**config.mk**
```make
export PLATFORM = sky130hd
export DESIGN_NAME = slave_watchdog_state_machine
export DESIGN_NICKNAME = d
export VERILOG_FILES = /design/src/core/slave_wd_pkg.sv /design/src/core/slave_watchdog_state_machine.sv
export VERILOG_INCLUDE_DIRS = /design/src /design/src/core
export SDC_FILE = /design/constraint.sdc
export NUM_CORES = 1
export LEC_CHECK = 0
export ABC_AREA = 0
export BUFFER_PORTS_ARGS = -buffer_cell sky130_fd_sc_hd__buf_2
export CAP_MARGIN = 20
export CORE_UTILIZATION = 24
export DETAILED_ROUTE_END_ITERATION = 10
export GPL_ROUTABILITY_DRIVEN = 0
export PLACE_DENSITY = 0.52
export SYNTH_ARGS = -nofsm -noshare
export SYNTH_HDL_FRONTEND = slang
export SYNTH_SLANG_ARGS = --single-unit
```
**constraint.sdc**
```tcl
create_clock -name clk_sys_i -period 5.7 [get_ports clk_sys_i]
set_clock_uncertainty 0.1 [all_clocks]
set_input_delay 1.14 -clock clk_sys_i [delete_from_list [all_inputs] [get_ports clk_sys_i]]
set_output_delay 1.14 -clock clk_sys_i [all_outputs]
set_load 0.01 [all_outputs]
```
**src/core/slave_wd_map.svh**
```systemverilog
// Purpose: register offsets, reset values and timing for the supervision block
// Assumes: 16-bit register port, byte offsets as the register map prints them
// Notes:   definitions only
`ifndef SLAVE_WD_MAP_SVH
`define SLAVE_WD_MAP_SVH
`define WD_MULT_OFS      16'h0400
`define WD_LPI_OFS       16'h0410
`define WD_CHAN_OFS      16'h0420
`define WD_STATE_OFS     16'h0130
`define WD_STATUS_OFS    16'h0134
`define WD_MULT_RST      16'h09c2
`define WD_LPI_RST       16'h03e8
`define WD_CHAN_RST      16'h03e8
`define WD_BASE_EXTRA    16'h0002
`define WD_BASE_TICK_NS  40
`define WD_CLK_MHZ       25
`endif

```
**src/core/slave_wd_pkg.sv**
```systemverilog
// Purpose: types shared by the supervision block
// Assumes: nothing
// Notes:   state request codes follow the slave state machine numbering
package slave_wd_pkg;
  typedef enum logic [2:0]
  {
    ST_INIT,
    ST_PREOP,
    ST_SAFEOP,
    ST_RUN,
    ST_BOOT
  } sm_state_t;

  typedef struct packed
  {
    logic        wr;
    logic        rd;
    logic [15:0] addr;
    logic [15:0] wdata;
  } reg_req_t;

  typedef struct packed
  {
    logic mbx_ok;
    logic pd_ok;
    logic dc_ok;
    logic inputs_copied;
  } check_t;

  typedef struct packed
  {
    logic mbx_en;
    logic file_only;
    logic pd_en;
    logic inputs_en;
  } gate_t;
endpackage

```
**src/core/slave_watchdog_state_machine.sv**
```systemverilog
// Purpose: two watchdogs and the slave state machine of a fieldbus slave
// Assumes: register port and events come from logic on clk_sys_i
// Notes:   outputs are registered and zero in reset; safe value applies on either trip or in any state but run
//
// Function
// restart channel watchdog on process data exchange
// channel watchdog trip leaves state unchanged
// trip holds until next process data access
// trip forces outputs to configurable safe value
// local interface watchdog trips on silence
// shared multiplier register at 0x0400
// per-watchdog counts at 0x0410, 0x0420
// tick lasts multiplier plus two base ticks
// defaults 2498 and 1000 give 100 ms
// channel count zero disables that watchdog
// master writes only selected watchdog settings
// start in init, no mailbox or data
// master sets channels 0 and 1 in init
// init to preop checks mailbox setup
// preop allows mailbox, blocks process data
// safeop entry checks setup, copies inputs first
// safeop: traffic on, inputs update, outputs safe
// master sends valid outputs before run
// run state applies master outputs
// boot only from init, file mailbox only
// startup normally ends in run state
// failed check refuses and keeps state
`timescale 1ns/100ps
`default_nettype none
`include "slave_wd_map.svh"
module slave_watchdog_state_machine
#(
  parameter int OUT_W = 8
)
(
  input  wire logic               clk_sys_i,
  input  wire logic               arst_n_i,
  input  wire slave_wd_pkg::reg_req_t reg_req_i,
  output logic [15:0]             reg_rdata_o,
  input  wire logic               pd_done_i,
  input  wire logic               lpi_access_i,
  input  wire logic               lpi_wd_en_i,
  input  wire logic [2:0]         state_req_i,
  input  wire logic               state_req_vld_i,
  input  wire slave_wd_pkg::check_t check_i,
  input  wire logic [OUT_W-1:0]   out_data_i,
  input  wire logic [OUT_W-1:0]   safe_value_i,
  output logic [OUT_W-1:0]        out_pins_o,
  output slave_wd_pkg::gate_t     gate_o,
  output logic [2:0]              state_o,
  output logic                    chan_trip_o,
  output logic                    lpi_trip_o,
  output logic                    req_refused_o
);
  import slave_wd_pkg::*;

  localparam int BASE_NS = 1000 / `WD_CLK_MHZ;
  if (OUT_W < 1 || BASE_NS != `WD_BASE_TICK_NS)
  begin : g_bad_param
    $error("unsupported parameter set");
  end

  //////////////////////////////////////////////////////////////////////////
  // registers
  logic [15:0] mult_reg, mult_next;
  logic [15:0] lpi_cnt_reg, lpi_cnt_next;
  logic [15:0] chan_cnt_reg, chan_cnt_next;
  logic [15:0] rdata_reg, rdata_next;
  logic        chan_trip_reg, lpi_trip_reg;
  function automatic logic hit(input logic [15:0] a, input logic [15:0] o);
    hit = (a == o);
  endfunction
  sm_state_t state_reg, state_next;
  logic      refused_reg, refused_next;
  always_comb
  begin
    mult_next     = mult_reg;
    lpi_cnt_next  = lpi_cnt_reg;
    chan_cnt_next = chan_cnt_reg;
    rdata_next    = rdata_reg;
    if (reg_req_i.wr)
    begin
      if (hit(reg_req_i.addr, `WD_MULT_OFS))
        mult_next = reg_req_i.wdata;
      if (hit(reg_req_i.addr, `WD_LPI_OFS))
        lpi_cnt_next = reg_req_i.wdata;
      if (hit(reg_req_i.addr, `WD_CHAN_OFS))
        chan_cnt_next = reg_req_i.wdata;
    end
    if (reg_req_i.rd)
    begin
      if (hit(reg_req_i.addr, `WD_MULT_OFS))
        rdata_next = mult_reg;
      else if (hit(reg_req_i.addr, `WD_LPI_OFS))
        rdata_next = lpi_cnt_reg;
      else if (hit(reg_req_i.addr, `WD_CHAN_OFS))
        rdata_next = chan_cnt_reg;
      else if (hit(reg_req_i.addr, `WD_STATE_OFS))
        rdata_next = {13'h0000, state_reg};
      else if (hit(reg_req_i.addr, `WD_STATUS_OFS))
        rdata_next = {13'h0000, refused_reg, lpi_trip_reg, chan_trip_reg};
      else
        rdata_next = 16'h0000;
    end
  end

  // unwritten registers keep their values
  always_ff @(posedge clk_sys_i or negedge arst_n_i)
  begin
    if (!arst_n_i)
    begin
      mult_reg     <= `WD_MULT_RST;
      lpi_cnt_reg  <= `WD_LPI_RST;
      chan_cnt_reg <= `WD_CHAN_RST;
      rdata_reg    <= 16'h0000;
    end
    else
    begin
      mult_reg     <= mult_next;
      lpi_cnt_reg  <= lpi_cnt_next;
      chan_cnt_reg <= chan_cnt_next;
      rdata_reg    <= rdata_next;
    end
  end

  //////////////////////////////////////////////////////////////////////////
  // shared tick: multiplier plus two base cycles
  logic [16:0] base_reg, base_next;
  logic        tick;
  assign tick = (base_reg >= ({1'b0, mult_reg} + 17'h00001));
  always_comb
  begin
    base_next = tick ? 17'h00000 : base_reg + 17'h00001;
  end
  always_ff @(posedge clk_sys_i or negedge arst_n_i)
  begin
    if (!arst_n_i)
      base_reg <= 17'h00000;
    else
      base_reg <= base_next;
  end

  //////////////////////////////////////////////////////////////////////////
  // watchdog counters
  logic [15:0] chan_tk_reg, chan_tk_next, lpi_tk_reg, lpi_tk_next;
  logic        chan_trip_next, lpi_trip_next;
  always_comb
  begin
    chan_tk_next   = chan_tk_reg;
    chan_trip_next = chan_trip_reg;
    if (pd_done_i)
    begin
      chan_tk_next   = 16'h0000;
      chan_trip_next = 1'b0;
    end
    else if (chan_cnt_reg == 16'h0000)
      chan_trip_next = chan_trip_reg;
    else if (tick && !chan_trip_reg)
    begin
      if (chan_tk_reg + 16'h0001 >= chan_cnt_reg)
        chan_trip_next = 1'b1;
      else
        chan_tk_next = chan_tk_reg + 16'h0001;
    end
    lpi_tk_next   = lpi_tk_reg;
    lpi_trip_next = lpi_trip_reg;
    if (lpi_access_i || !lpi_wd_en_i || lpi_cnt_reg == 16'h0000)
    begin
      lpi_tk_next   = 16'h0000;
      lpi_trip_next = 1'b0;
    end
    else if (tick && !lpi_trip_reg)
    begin
      if (lpi_tk_reg + 16'h0001 >= lpi_cnt_reg)
        lpi_trip_next = 1'b1;
      else
        lpi_tk_next = lpi_tk_reg + 16'h0001;
    end
  end
  always_ff @(posedge clk_sys_i or negedge arst_n_i)
  begin
    if (!arst_n_i)
    begin
      chan_tk_reg   <= 16'h0000;
      chan_trip_reg <= 1'b0;
      lpi_tk_reg    <= 16'h0000;
      lpi_trip_reg  <= 1'b0;
    end
    else
    begin
      chan_tk_reg   <= chan_tk_next;
      chan_trip_reg <= chan_trip_next;
      lpi_tk_reg    <= lpi_tk_next;
      lpi_trip_reg  <= lpi_trip_next;
    end
  end

  //////////////////////////////////////////////////////////////////////////
  // slave state machine
  always_comb
  begin
    state_next   = state_reg;
    refused_next = refused_reg;
    if (state_req_vld_i)
    begin
      refused_next = 1'b1;
      case (state_req_i)
        3'h1:
        begin
          if (state_reg != ST_BOOT && (state_reg != ST_INIT || check_i.mbx_ok))
          begin
            state_next   = ST_PREOP;
            refused_next = 1'b0;
          end
        end
        3'h2:
        begin
          if (state_reg == ST_RUN || (state_reg == ST_PREOP && check_i.pd_ok
              && check_i.dc_ok && check_i.inputs_copied))
          begin
            state_next   = ST_SAFEOP;
            refused_next = 1'b0;
          end
        end
        3'h3:
        begin
          if (state_reg == ST_SAFEOP || state_reg == ST_RUN)
          begin
            state_next   = ST_RUN;
            refused_next = 1'b0;
          end
        end
        3'h4:
        begin
          if (state_reg == ST_INIT || state_reg == ST_BOOT)
          begin
            state_next   = ST_BOOT;
            refused_next = 1'b0;
          end
        end
        3'h0:
        begin
          state_next   = ST_INIT;
          refused_next = 1'b0;
        end
        default:
          refused_next = 1'b1;
      endcase
    end
  end
  always_ff @(posedge clk_sys_i or negedge arst_n_i)
  begin
    if (!arst_n_i)
    begin
      state_reg   <= ST_INIT;
      refused_reg <= 1'b0;
    end
    else
    begin
      state_reg   <= state_next;
      refused_reg <= refused_next;
    end
  end

  //////////////////////////////////////////////////////////////////////////
  // outputs and traffic gates
  logic [OUT_W-1:0] out_reg, out_next;
  gate_t            gate_reg, gate_next;
  always_comb
  begin
    gate_next.mbx_en    = (state_reg != ST_INIT);
    gate_next.file_only = (state_reg == ST_BOOT);
    gate_next.pd_en     = (state_reg == ST_SAFEOP || state_reg == ST_RUN);
    gate_next.inputs_en = gate_next.pd_en;
    if (state_reg == ST_RUN && !chan_trip_reg && !lpi_trip_reg)
      out_next = out_data_i;
    else
      out_next = safe_value_i;
  end
  always_ff @(posedge clk_sys_i or negedge arst_n_i)
  begin
    if (!arst_n_i)
    begin
      out_reg  <= '0;
      gate_reg <= '0;
    end
    else
    begin
      out_reg  <= out_next;
      gate_reg <= gate_next;
    end
  end
  assign reg_rdata_o   = rdata_reg;
  assign out_pins_o    = out_reg;
  assign gate_o        = gate_reg;
  assign state_o       = state_reg;
  assign chan_trip_o   = chan_trip_reg;
  assign lpi_trip_o    = lpi_trip_reg;
  assign req_refused_o = refused_reg;
endmodule
`default_nettype wire

```
# After elaboration in Yosys (flattened, before gate mapping)
# Cells that the tools add are included.
dict set report totals {
  out_inout_bits 34
  wordCells 109
  ff_bits 130
  in_bits 63
}
dict set report classes {
  mux 31
  order_cmp 3
  reduce_logical 35
  n_eq_ne 21
  add_sub_neg 4
}
# operator count
set op_table {}
lappend op_table {{$mux 16} 10}
lappend op_table {{$eq 16x11->1 const B} 3}
lappend op_table {{$add 16x1->16 const B} 2}
lappend op_table {{$eq 16x9->1 const B} 2}
lappend op_table {{$ge 16x16->1} 2}
lappend op_table {{$logic_not 16->1} 2}
lappend op_table {{$mux 3} 6}
lappend op_table {{$add 16x1->17 const B} 1}
lappend op_table {{$add 17x1->17 const B} 1}
lappend op_table {{$ge 17x17->1} 1}
lappend op_table {{$mux 17} 1}
lappend op_table {{$pmux 3 s5} 1}
lappend op_table {{$ne 2x2->1 const B} 7}
lappend op_table {{$eq 3x2->1 const B} 4}
lappend op_table {{$mux 1} 11}
lappend op_table {{$reduce_and 2->1} 5}
lappend op_table {{$logic_and 1x1->1} 8}
lappend op_table {{$mux 8} 1}
lappend op_table {{$reduce_bool 2->1} 4}
lappend op_table {{$eq 3x1->1 const B} 2}
lappend op_table {{$eq 3x3->1 const B} 2}
lappend op_table {{$logic_not 3->1} 2}
lappend op_table {{$logic_or 1x1->1} 6}
lappend op_table {{$reduce_and 3->1} 2}
lappend op_table {{6 further kinds} 8}

# Depth between registers and ports, before layout
# Gate-level depths: netlist (run 1).
dict set report depth {
  depth_word 7
  depth_mapped 16
  ltp_nobuf 15
}

# Least setup slack after synthesis (run 1)
# Ideal clock, no wire load.
dict set report synth_timing {
  path_kind {register to register}
  startpoint {reg mult_reg[6]}
  endpoint {reg chan_tk_reg[14]}
  n_path_buf 2
  setup_time_ps 78
  t_arrival_ps 3325
  required_ps 5522
  path_slack_ps 2197
  synth_period_minus_slack_ps 3503
  stages_incl_launch_ff 16
  cell_sequence {dfstp_2 > clkbuf_1 > nand3_1 > nor2_1 > nand2_1 > nor2_1 > nand3_1 > xor2_1 > ha_1 > a21o_1 > a21o_1 > a211oi_1 > nand2_1 > clkbuf_1 > a31o_2 > a21oi_1}
}
dict set report synth_via {
  elab_chain_len 5
}
# element line
set synth_lines {}
lappend synth_lines {{start: declaration} slave_watchdog_state_machine.sv:65} ;# logic [15:0] mult_reg, mult_next;
lappend synth_lines {{start signal: assignment} slave_watchdog_state_machine.sv:112} ;# mult_reg <= `WD_MULT_RST;
lappend synth_lines {{start signal: assignment} slave_watchdog_state_machine.sv:119} ;# mult_reg <= mult_next;
lappend synth_lines {{$add 16x1->17} slave_watchdog_state_machine.sv:130} ;# assign tick = (base_reg >= ({1'b0, mult_reg} + 17'h00001));
lappend synth_lines {{$ge 17x17->1} slave_watchdog_state_machine.sv:130}
lappend synth_lines {{$logic_and 1x1->1} slave_watchdog_state_machine.sv:158} ;# else if (tick && !chan_trip_reg)
lappend synth_lines {{$reduce_bool 2->1 (no line)} -}
lappend synth_lines {{$reduce_and 3->1 (no line)} -}
lappend synth_lines {{end signal: assignment} slave_watchdog_state_machine.sv:191} ;# chan_tk_reg <= chan_tk_next;
lappend synth_lines {{end: declaration} slave_watchdog_state_machine.sv:145} ;# logic [15:0] chan_tk_reg, chan_tk_next, lpi_tk_reg, lpi_tk_next;
# No other way between the ends.
# A chain may end at the register's enable or synchronous reset.

# Worst setup path after layout (run 1)
dict set report layout_timing {
  startpoint {reg chan_tk_reg[0]}
  endpoint {reg chan_tk_reg[3]}
}
dict set report layout_via {
  elab_chain_len 5
  elab_cells_between_ends 8
  classes_between {add/sub: 1; order compare: 1; eq/ne: 1; mux: 4; reduce/logical: 1}
}
# element line
set layout_lines {}
lappend layout_lines {{$add 16x1->16 (*)} {slave_watchdog_state_machine.sv:160, slave_watchdog_state_machine.sv:163}}
lappend layout_lines {{parallel branches: the longest is 4 deep, another holds $ge 16x16->1} -}
# Every way passes the cells marked *. The select of a mux whose other input is x is not followed.

==> results of run 1 <==
[layout by cell type, fill, tap and decap left out, types with 11 or more instances in the layout]
cell,netlist,layout
dfrtp_1,113,113
a211oi_1,11,11
nor2_1,68,68
a222oi_1,13,13
and3_1,19,19
xnor2_1,32,32
inv_1,54,54
nand3_1,31,31
xor2_1,26,26
dfstp_2,17,17
nand4_1,23,23
buf_2,6,95
a21oi_1,60,60
clkbuf_16,0,17
ha_1,53,53
o21ai_0,24,24
nand2_1,39,39
mux2_2,60,60
nor4_1,11,11
[power by group through the flow]
stage / clock [W] / combinational (W) / sequential (W)
2_1_floorplan: 0 / 0.0000882 / 0.00100
3_3_place_gp: 0 / 0.000209 / 0.000993
3_5_place_dp: 0 / 0.000210 / 0.000993
4_1_cts: 0.00133 / 0.000211 / 0.000978
5_1_grt: 0.00136 / 0.000233 / 0.000982
6_report: 0.00130 / 0.000208 / 0.000977
[synth_stat cells (all sizes together), types with 6 or more instances]
library cell	number
ha	53
a21o	6
a21oi	60
xor2	26
xnor2	32
a31o	10
a211oi	12
nor4	13
nand4	23
nor2b	8
inv	54
dfrtp	113
and3	19
a222oi	13
mux2	61
clkbuf	18
dfstp	17
o21ai	25
buf	8
nand3	31
nor2	68
nand2	39
or3	7
[through the flow]
step | total power, W | hold slack [ps] | setup WS (ps) | instances | utilization [%]
after floorplan | 0.001090 | 373.9 | 2197 | 767 | -
after global placement | 0.001202 | 397.1 | 1646 | 1239 | 27.64
after detailed placement | 0.001204 | 407.8 | 1590 | 1239 | 27.64
after CTS | 0.002517 | 423.8 | 1570 | 1271 | 29.87
after global routing | 0.002580 | 441.3 | 1145 | 1272 | 29.90
final | 0.002489 | 417.5 | 1510 | 1272 | 29.90
[critical path, stage by stage (launching register included)]
cell and delay (ps):
dfrtp_1 410, and3_1 220, and3_1 290, and3_1 270, nand3_1 160, xnor2_1 290, ha_1 300, a21oi_1 140
o21ai_0 120, a211oi_1 230, a21oi_1 120, nor2_1 560, buf_4 330, and3_1 180, mux2_1 320
[per-layer routing]
layer | wire, um | up-vias | global-route usage, %
li1 | - | 2964 | -
met1 | 9924 | 2929 | 17.72
met2 | 9139 | 113 | 19.91
met3 | 848 | 13 | 3.537
met4 | 195 | 0 | 4.171
met5 | 0 | - | 0
[worst max path at each step]
stage,endpoint,slack (ps),depth (start not counted)
after floorplan,chan_tk_reg[14],2200,15
after global placement,lpi_cnt_reg[13],1650,6
after detailed placement,lpi_cnt_reg[12],1590,6
after CTS,chan_tk_reg[3],1570,14
after global routing,lpi_tk_reg[2],1140,14
final,chan_tk_reg[3],1510,14
[cell families (layout without fill, tap and decap cells)]
kind of cell	count (synthesis)	count (layout)	share of synthesized area, %
and+or+nand+nor	234	234	15.68
AOI/OAI and AO/OA	147	147	12.60
DFF	130	130	42.82
buffers and inverters	80	189	4.075
muxes	65	65	9.507
xor gates and xnor gates	58	58	6.644
adders and majority gates	53	53	8.673
[area by class of cell]
class | count | area, um^2
multi-input cells | 557 | 4060
flip-flops and latches | 130 | 3274
fillers | 3248 | 21720
repair buffers | 103 | 539.3
clock inverters | 12 | 226.5
clock buffers | 20 | 466.7
inverters | 54 | 202.7
well taps | 396 | 495.5
==> results.yml, run 1 <==
worst_setup_path:
  critPathKind: "reg2reg"
  path_max_fanout: 16
  rr_startpoint: "chan_tk_reg[0]"
  r2r-end: "chan_tk_reg[3]"
  critical_path_required_ps: 5910
  start_kind: "flip-flop"
  worstSetupEndpointType: "flip-flop"
  cp.arrival_ps: 4400
  startpoint: "chan_tk_reg[0]"
  rrSetupSlack_ps: 1510
  r2r_cells: 14
clock_network:
  path_clk_slew_ps: 60
  cts.repair.resized: 0
  cts_root_buf: "clkbuf_16"
  tritoncts: "done"
  insertion_delay_ps: 430
  post_cts_buffers: 0
  cts_buffer_depth: 2
  cts_made_buffers: 17
  cts_hold_buf: 0
  h-tree-depth: 4
  cts_num_sinks: 130
power:
  power_frac_seq_pct: 39.2
  p_leak_nw: 4.117
  p_int_w: 0.001892
  clock_power_share_pct: 52.4
  vdd_ir_drop_max_mv: 0.1960
  p_sw_w: 0.0005976
  p_comb_share_pct: 8.4
  p_sw_share_pct: 24.01
  powerDensity_mw_per_mm2: 268.7
synthesis:
  synth.top_cell.area_share_pct: 36.98
  synth-async-reset-ratio_pct: 100.0
  synthTopCellsByArea: "dfrtp_1 (37%), mux2_2 (8.8%), ha_1 (8.7%)"
  syn_nets: 883
  synth_cells: 767
  ys_seq_area_share_pct: 42.82
  synth-seq-cells: 130
  synth_cell_types: 53
  synth_edf_count: 0
  synth_largest_area_cell: "dfrtp_1"
  ys.flop_type: "dfrtp_1"
  ys_warn_count: 0
  syn-mean-instance-area_um2: 9.969
  syn_area_mm2: 0.007646
route:
  drtAntennaViolNets: 0
  routed_wl_mm: 20.11
  via_count: 6019
  post_drt_via_cell_ratio: 4.732
  drc_errors: 0
  dr.pass1.iters: 6
  wl_per_cell_um: 15.81
  drtIter0Drc: 440
timing:
  period_needed_ps: 4190
  rsz0062_at_grt: "false"
  timing.fmax_ghz: 0.2386
  timing.final.max_slew_violations: 0
  worstMarginPinSlew_ps: 964.1
  maxSlewHeadroom_pct: 35.61
  finalSetupViolCount: 0
  hold_violations: 0
  period_share_pct: 73.52
  tns_ps: 0
cells_and_area:
  num_antenna_cells: 0
  syn2layout_area_growth_pct: 21.17
  largest_reg_flops: 17
  drive_gt1_share_pct: 26.26
  nets: 979
  stdcell_area_mm2: 0.009265
floorplan:
  rows: 64
  io_pins: 97
  dieArea_mm2: 0.03258
  core_area_mm2: 0.03099
  start_util_pct: 24.67
  die_w_um: 180.5
  die_y_um: 180.5
global_route:
  grt_pass1_vias: 5976
  grtUsageTotal_pct: 13.02
  antenna_found_initial: 0
  grt_pass1_wl_mm: 32.95
  overflow: 0
  grt_max_degree: 82
worst_hold_path:
  hold_path_depth: 2
  min_from: "reg_rdata_o[11]"
  min_path_type: "reg2reg"
  hold_end: "reg_rdata_o[11]"
status:
  status: "finished, final reports clean"
place:
  numPortBuffers: 96
  detailedPlacementHpwl_mm: 14.81
  postPlaceCellArea_mm2: 0.008564
job:
  cap_violations: 0
(Power assumes the default switching activity.)
==> run 2, diff against run 1 <==
--- a/config.mk
+++ b/config.mk
@@ -12,7 +12,7 @@
 export CORE_UTILIZATION = 24
 export DETAILED_ROUTE_END_ITERATION = 10
 export GPL_ROUTABILITY_DRIVEN = 0
-export PLACE_DENSITY = 0.52
+export PLACE_DENSITY = 0.53
 export SYNTH_ARGS = -nofsm -noshare
 export SYNTH_HDL_FRONTEND = slang
 export SYNTH_SLANG_ARGS = --single-unit
==> constraint.sdc (replaced) <==
create_clock -name clk_sys_i -period 3.5 [get_ports clk_sys_i]
set_clock_uncertainty 0.1 [all_clocks]
set_input_delay 0.7 -clock clk_sys_i [delete_from_list [all_inputs] [get_ports clk_sys_i]]
set_output_delay 0.7 -clock clk_sys_i [all_outputs]
set_load 0.01 [all_outputs]
==> run 2 against run 1 <==
  * Wire length increased by 0.96%
  * Clock-buffer cell count decreased by 3
  * Power increased by 50%
  * Via count rose by 2.5%
  * Sequential cell count is the same
  * Die area unchanged
  * Maximum frequency increased by 26%
  * Cell count is 3.1% higher
  * Non-clock buffer count increased by 40
  * Worst hold slack worse by 220 ps
  * Sequential share of layout area is 1.1 points lower
  * Critical path depth shrank 1
  * Highest routed layer unchanged
==> results.yml, run 2 (synthesis gave the netlist of run 1 again) <==
cells_and_area:
  final_cells: 1312
  drive_gt1_share_pct: 31.33
  layout_commonest_cell: "dfrtp_1"
  stdcell_area_mm2: 0.009562
  nets: 1019
  num_antenna_cells: 0
  syn2layout_area_growth_pct: 25.05
  largest_reg_flops: 17
  final_cell_mix: "dfrtp_1 (113), buf_2 (95), nor2_1 (66)"
power:
  powerDensity_mw_per_mm2: 390.3
  power_w: 0.003732
  p_leak_nw: 4.286
  vdd_ir_drop_max_mv: 0.3163
global_route:
  grt_pass1_vias: 6230
  grtUsageTotal_pct: 13.02
  antenna_found_initial: 1
  grt_pass1_wl_mm: 33.00
  overflow: 0
  grt_max_degree: 63
floorplan:
  core_area_mm2: 0.03099
  rows: 64
  die_y_um: 180.5
  io_pins: 97
  start_util_pct: 24.67
  dieArea_mm2: 0.03258
  die_w_um: 180.5
worst_setup_path:
  critical_path_required_ps: 3760
  worstSetupEndpointType: "flip-flop"
  rr_startpoint: "mult_reg[1]"
  path_max_fanout: 21
  critPathKind: "reg2reg"
  r2r_cells: 13
  startpoint: "mult_reg[1]"
  start_kind: "flip-flop"
  setup.worst_path.end: "chan_tk_reg[14]"
  cp.arrival_ps: 3580
  r2r-end: "chan_tk_reg[14]"
  rrSetupSlack_ps: 180
timing:
  finalSetupViolCount: 0
  timing.final.max_slew_violations: 0
  rsz0062_at_grt: "true"
  tns_ps: 0
  period_share_pct: 94.96
  timing.fmax_ghz: 0.3009
  maxSlewHeadroom_pct: 36.27
  setup_ws_ps: 176.4
  hold_violations: 0
  period_needed_ps: 3324
  worstMarginPinSlew_ps: 948.0
route:
  drc_errors: 0
  routed_wl_mm: 20.30
  met1_length_mm: 9.657
  dr.pass1.iters: 5
  routed-wl-met3_um: 866
  top_layer: "met4"
  drtAntennaViolNets: 0
  drtIter0Drc: 340
  wl_per_cell_um: 15.47
  met2WireLength_mm: 9.589
  post_drt_via_cell_ratio: 4.702
  via_count: 6169
clock_network:
  cts_buffer_depth: 2
  h-tree-depth: 4
  path_clk_slew_ps: 60
  insertion_delay_ps: 430
  cts_hold_buf: 0
  cts_num_sinks: 130
  tritoncts: "done"
  cts_made_buffers: 17
  cts_root_buf: "clkbuf_16"
worst_hold_path:
  min_path_type: "in2async"
status:
  status: "finished, final reports clean"
place:
  dp.cells: 1277
  detailedPlacementHpwl_mm: 15.20
  postPlaceCellArea_mm2: 0.008880
  dp_slack_ps: -12.47
  numPortBuffers: 96
job:
  cap_violations: 0
==> run 2: cell types whose count changed in the layout (fill, tap and decap cells not counted), moves of 3 or more <==
cell / change
clkbuf_8: -3
clkinvlp_4: +4
bufinv_16: -4
a211oi_1: -3
buf_4: +37
and3_1: -3
==> run 2: cell type report <==
class	instances	area (um^2)
repair buffers	143	868.3
flip-flops and latches	130	3274
multi-input cells	557	4136
inverters	54	202.7
clock buffers	17	425.4
fillers	3234	21430
well taps	396	495.5
clock inverters	15	158.9
==> run 2: worst min-delay path by stage <==
stage	end	cells past startpoint	slack (ps)	start
2_1_floorplan	base_reg[0]	0	300	arst_n_i
4_1_cts	chan_tk_reg[2]	1	200	arst_n_i
3_5_place_dp	reg_rdata_o[13]	2	410	reg_rdata_o[13]
5_1_grt	lpi_tk_reg[4]	1	230	arst_n_i
3_3_place_gp	reg_rdata_o[5]	2	400	reg_rdata_o[5]
6_report	chan_tk_reg[13]	1	190	arst_n_i
==> run 2: stage by stage <==
stage / hold WS (ps) / util (%)
2_1_floorplan: 304.4 / -
3_3_place_gp: 397.9 / 28.65
3_5_place_dp: 409.9 / 28.65
6_report: 193.4 / 30.85
4_1_cts: 200.3 / 30.54
5_1_grt: 229.3 / 30.85
==> run 2: critical path, stage by stage, from the launching register on <==
cell and delay (ps):
dfstp_2 530, ha_1 210, nand2_1 170, nor2_2 180, nand3_1 110, xor2_1 160
ha_1 290, a21o_1 160, a21o_1 200, a211oi_4 320, nand2_2 200, buf_4 260
a31o_2 240, a21oi_1 120
==> run 2: power breakdown <==
part	total, W	internal [W]	leakage [nW]	switching, W
Combinational	0.000354	0.000145	2.32	0.000208
Sequential	0.00159	0.00155	1.69	0.0000378
Clock	0.00179	0.00105	0.268	0.000736
Total	0.00373	0.00275	4.29	0.000982
==> run 2: routing by layer <==
metal	GRT usage, %	vias up
met4	3.761	0
met3	3.133	12
met2	21.43	128
met5	0	-
li1	-	3047
met1	16.88	2982
==> run 2: what timing repair did <==
item                       4_1_cts  5_1_grt
buffers inserted                 0        3
setup endpoints to repair        6       32
pin swaps                        0        5
resized for setup                1       21
==> run 3, diff against run 2 <==
--- a/config.mk
+++ b/config.mk
@@ -7,12 +7,12 @@
 export NUM_CORES = 1
 export LEC_CHECK = 0
 export ABC_AREA = 0
-export BUFFER_PORTS_ARGS = -buffer_cell sky130_fd_sc_hd__buf_2
 export CAP_MARGIN = 20
 export CORE_UTILIZATION = 24
 export DETAILED_ROUTE_END_ITERATION = 10
+export DONT_BUFFER_PORTS = 1
 export GPL_ROUTABILITY_DRIVEN = 0
-export PLACE_DENSITY = 0.53
+export PLACE_DENSITY = 0.5
 export SYNTH_ARGS = -nofsm -noshare
 export SYNTH_HDL_FRONTEND = slang
 export SYNTH_SLANG_ARGS = --single-unit
==> run 3 against run 2 <==
  * Non-clock buffer count down 98
  * Power down 3.3%
  * Register-to-register slack worse by 70 ps
  * Cell count down 7.4%
  * Critical endpoint is now lpi_tk_reg[0]
  * Largest cell class unchanged
  * Largest power group unchanged
==> results.yml, run 3 (synthesis gave the netlist of run 1 again) <==
worst_setup_path:
  cp_slowest_stage_delay_ps: 400
  cp_common_cell: "and3_1"
  path_max_fanout: 8
  critical_path_required_ps: 3680
  critPathKind: "reg2reg"
  cp_cell_sequence: "ha_2 > and3_1 > and3_1 > and3_1 > and2_4 > nand2_4 > xnor2_2 > ha_2 > o21ai_2 > o21ai_1 > o31a_1 > buf_4 > a211oi_4 > buf_6 > xnor2_1 > nor2_1"
  start_kind: "flip-flop"
  cp.arrival_ps: 3570
  cpMaxStageDelayCell: "dfrtp_1"
  worstSetupEndpointType: "flip-flop"
global_route:
  grt_pass1_wl_mm: 32.75
  overflow: 0
  grtUsageTotal_pct: 13.08
  grt_pass1_vias: 5851
  grt_max_degree: 114
  antenna_found_initial: 1
cells_and_area:
  final_cells: 1215
  layout_commonest_cell: "dfrtp_1"
  num_antenna_cells: 0
  nets: 922
  final_cell_mix: "dfrtp_1 (112), nor2_1 (65), mux2_2 (60)"
  largest_reg_flops: 17
  syn2layout_area_growth_pct: 19.10
  drive_gt1_share_pct: 23.69
route:
  drc_errors: 0
  post_drt_via_cell_ratio: 4.839
  routed_wl_mm: 20.78
  drtIter0Drc: 367
  dr.pass1.iters: 4
  drtAntennaViolNets: 0
  via_count: 5879
  wl_per_cell_um: 17.10
power:
  p_comb_share_pct: 6.1
  p_int_w: 0.002680
  p_sw_w: 0.0009275
  clock_power_share_pct: 48.9
  p_leak_nw: 3.932
  p_sw_share_pct: 25.71
  power_frac_seq_pct: 45.0
  vdd_ir_drop_max_mv: 0.3890
  powerDensity_mw_per_mm2: 396.1
timing:
  timing.fmax_ghz: 0.2946
  finalSetupViolCount: 0
  hold-worst-slack_ps: 32.70
  period_needed_ps: 3394
  worstMarginPinSlew_ps: 829.8
  hold_violations: 0
  period_share_pct: 96.98
  maxSlewHeadroom_pct: 44.54
  timing.final.max_slew_violations: 0
floorplan:
  rows: 64
  core_area_mm2: 0.03099
  die_w_um: 180.5
  io_pins: 97
  start_util_pct: 24.67
  dieArea_mm2: 0.03258
  die_y_um: 180.5
clock_network:
  cts_buffer_depth: 2
  tritoncts: "done"
  path_clk_slew_ps: 60
  cts_made_buffers: 17
  cts_num_sinks: 130
  insertion_delay_ps: 430
  h-tree-depth: 4
  cts_root_buf: "clkbuf_16"
place:
  dp.cells: 1175
  numPortBuffers: 0
  detailedPlacementHpwl_mm: 14.76
job:
  cap_violations: 0
status:
  status: "finished, final reports clean"
worst_hold_path:
  min_path_type: "in2async"
[run 3: changes by cell type in the layout (fill, tap and decap cells not counted), moves of 3 or more]
cell,delta
clkinvlp_4,-4
buf_4,-4
clkbuf_8,+3
buf_2,-95
o21ai_0,-5
o21ai_1,+5
[run 3: final timing paths]
path	startpoint	to	slack [ps]	depth (start not counted)
min reg2reg	base_reg[0]	base_reg[0]	430	1
min in group clk_sys_i	pd_done_i	chan_tk_reg[9]	240	1
max reg2reg	lpi_tk_reg[0]	lpi_tk_reg[0]	110	16
max	lpi_tk_reg[0]	lpi_tk_reg[0]	110	16
max in group asynchronous	arst_n_i	reg_rdata_o[3]	2660	1
min	arst_n_i	lpi_cnt_reg[5]	30	0
[run 3: power by group through the flow]
stage | Combinational (W) | Sequential, W | Clock [W]
2_1_floorplan | 0.000144 | 0.00163 | 0
6_report | 0.000220 | 0.00162 | 0.00176
3_3_place_gp | 0.000182 | 0.00165 | 0
3_5_place_dp | 0.000184 | 0.00165 | 0
4_1_cts | 0.000216 | 0.00162 | 0.00181
5_1_grt | 0.000251 | 0.00163 | 0.00187
[run 3: per-stage QoR]
step | setup WS, ps | power [W] | area (um^2) | utilization (%) | TNS [ps]
floorplan | 6.847 | 0.001775 | 7651 | - | 0
global placement | 21.52 | 0.001833 | 8335 | 26.90 | 0
detailed placement | -4.573 | 0.001833 | 8335 | 26.90 | -4.573
CTS | 1.941 | 0.003646 | 8937 | 28.84 | 0
global route | -55.64 | 0.003755 | 9106 | 29.38 | -278.2
finish | 105.6 | 0.003607 | 9106 | 29.38 | 0
[run 3: area by class of cell]
class / instances / area, um^2
repair buffers: 45 / 381.6
clock buffers: 22 / 474.2
well taps: 396 / 495.5
flip-flops and latches: 130 / 3276
inverters: 54 / 202.7
multi-input cells: 558 / 4178
fillers: 3211 / 21880
clock inverters: 10 / 98.84
[run 3: repair_timing]
action / 4_1_cts / 5_1_grt
gates resized for setup: 1 / 39
gates cloned: 0 / 2
endpoints found under the hold margin: 113 / 0
buffers inserted: 0 / 4
setup endpoints to repair: 6 / 30
hold buffers: 1 / 0
pin swaps: 0 / 8
[run 3: worst max-delay path, delay by kind of cell (launching register included)]
| kind | cells | cell delay, ps |
|---|---|---|
| AOI/OAI and AO/OA | 4 | 850 |
| xor gates and xnor gates | 2 | 230 |
| adders and majority gates | 2 | 480 |
| buffers and inverters | 2 | 340 |
| DFF | 1 | 400 |
| and+or+nand+nor | 6 | 840 |
[run 3: routing by layer]
layer | part of all wire [%] | vias up | track usage (%)
met5 | 0.082 | - | 0
met4 | 1.1 | 2 | 4.684
met3 | 4.8 | 18 | 3.254
met2 | 47 | 122 | 20.48
met1 | 48 | 2888 | 17.41
li1 | - | 2849 | -
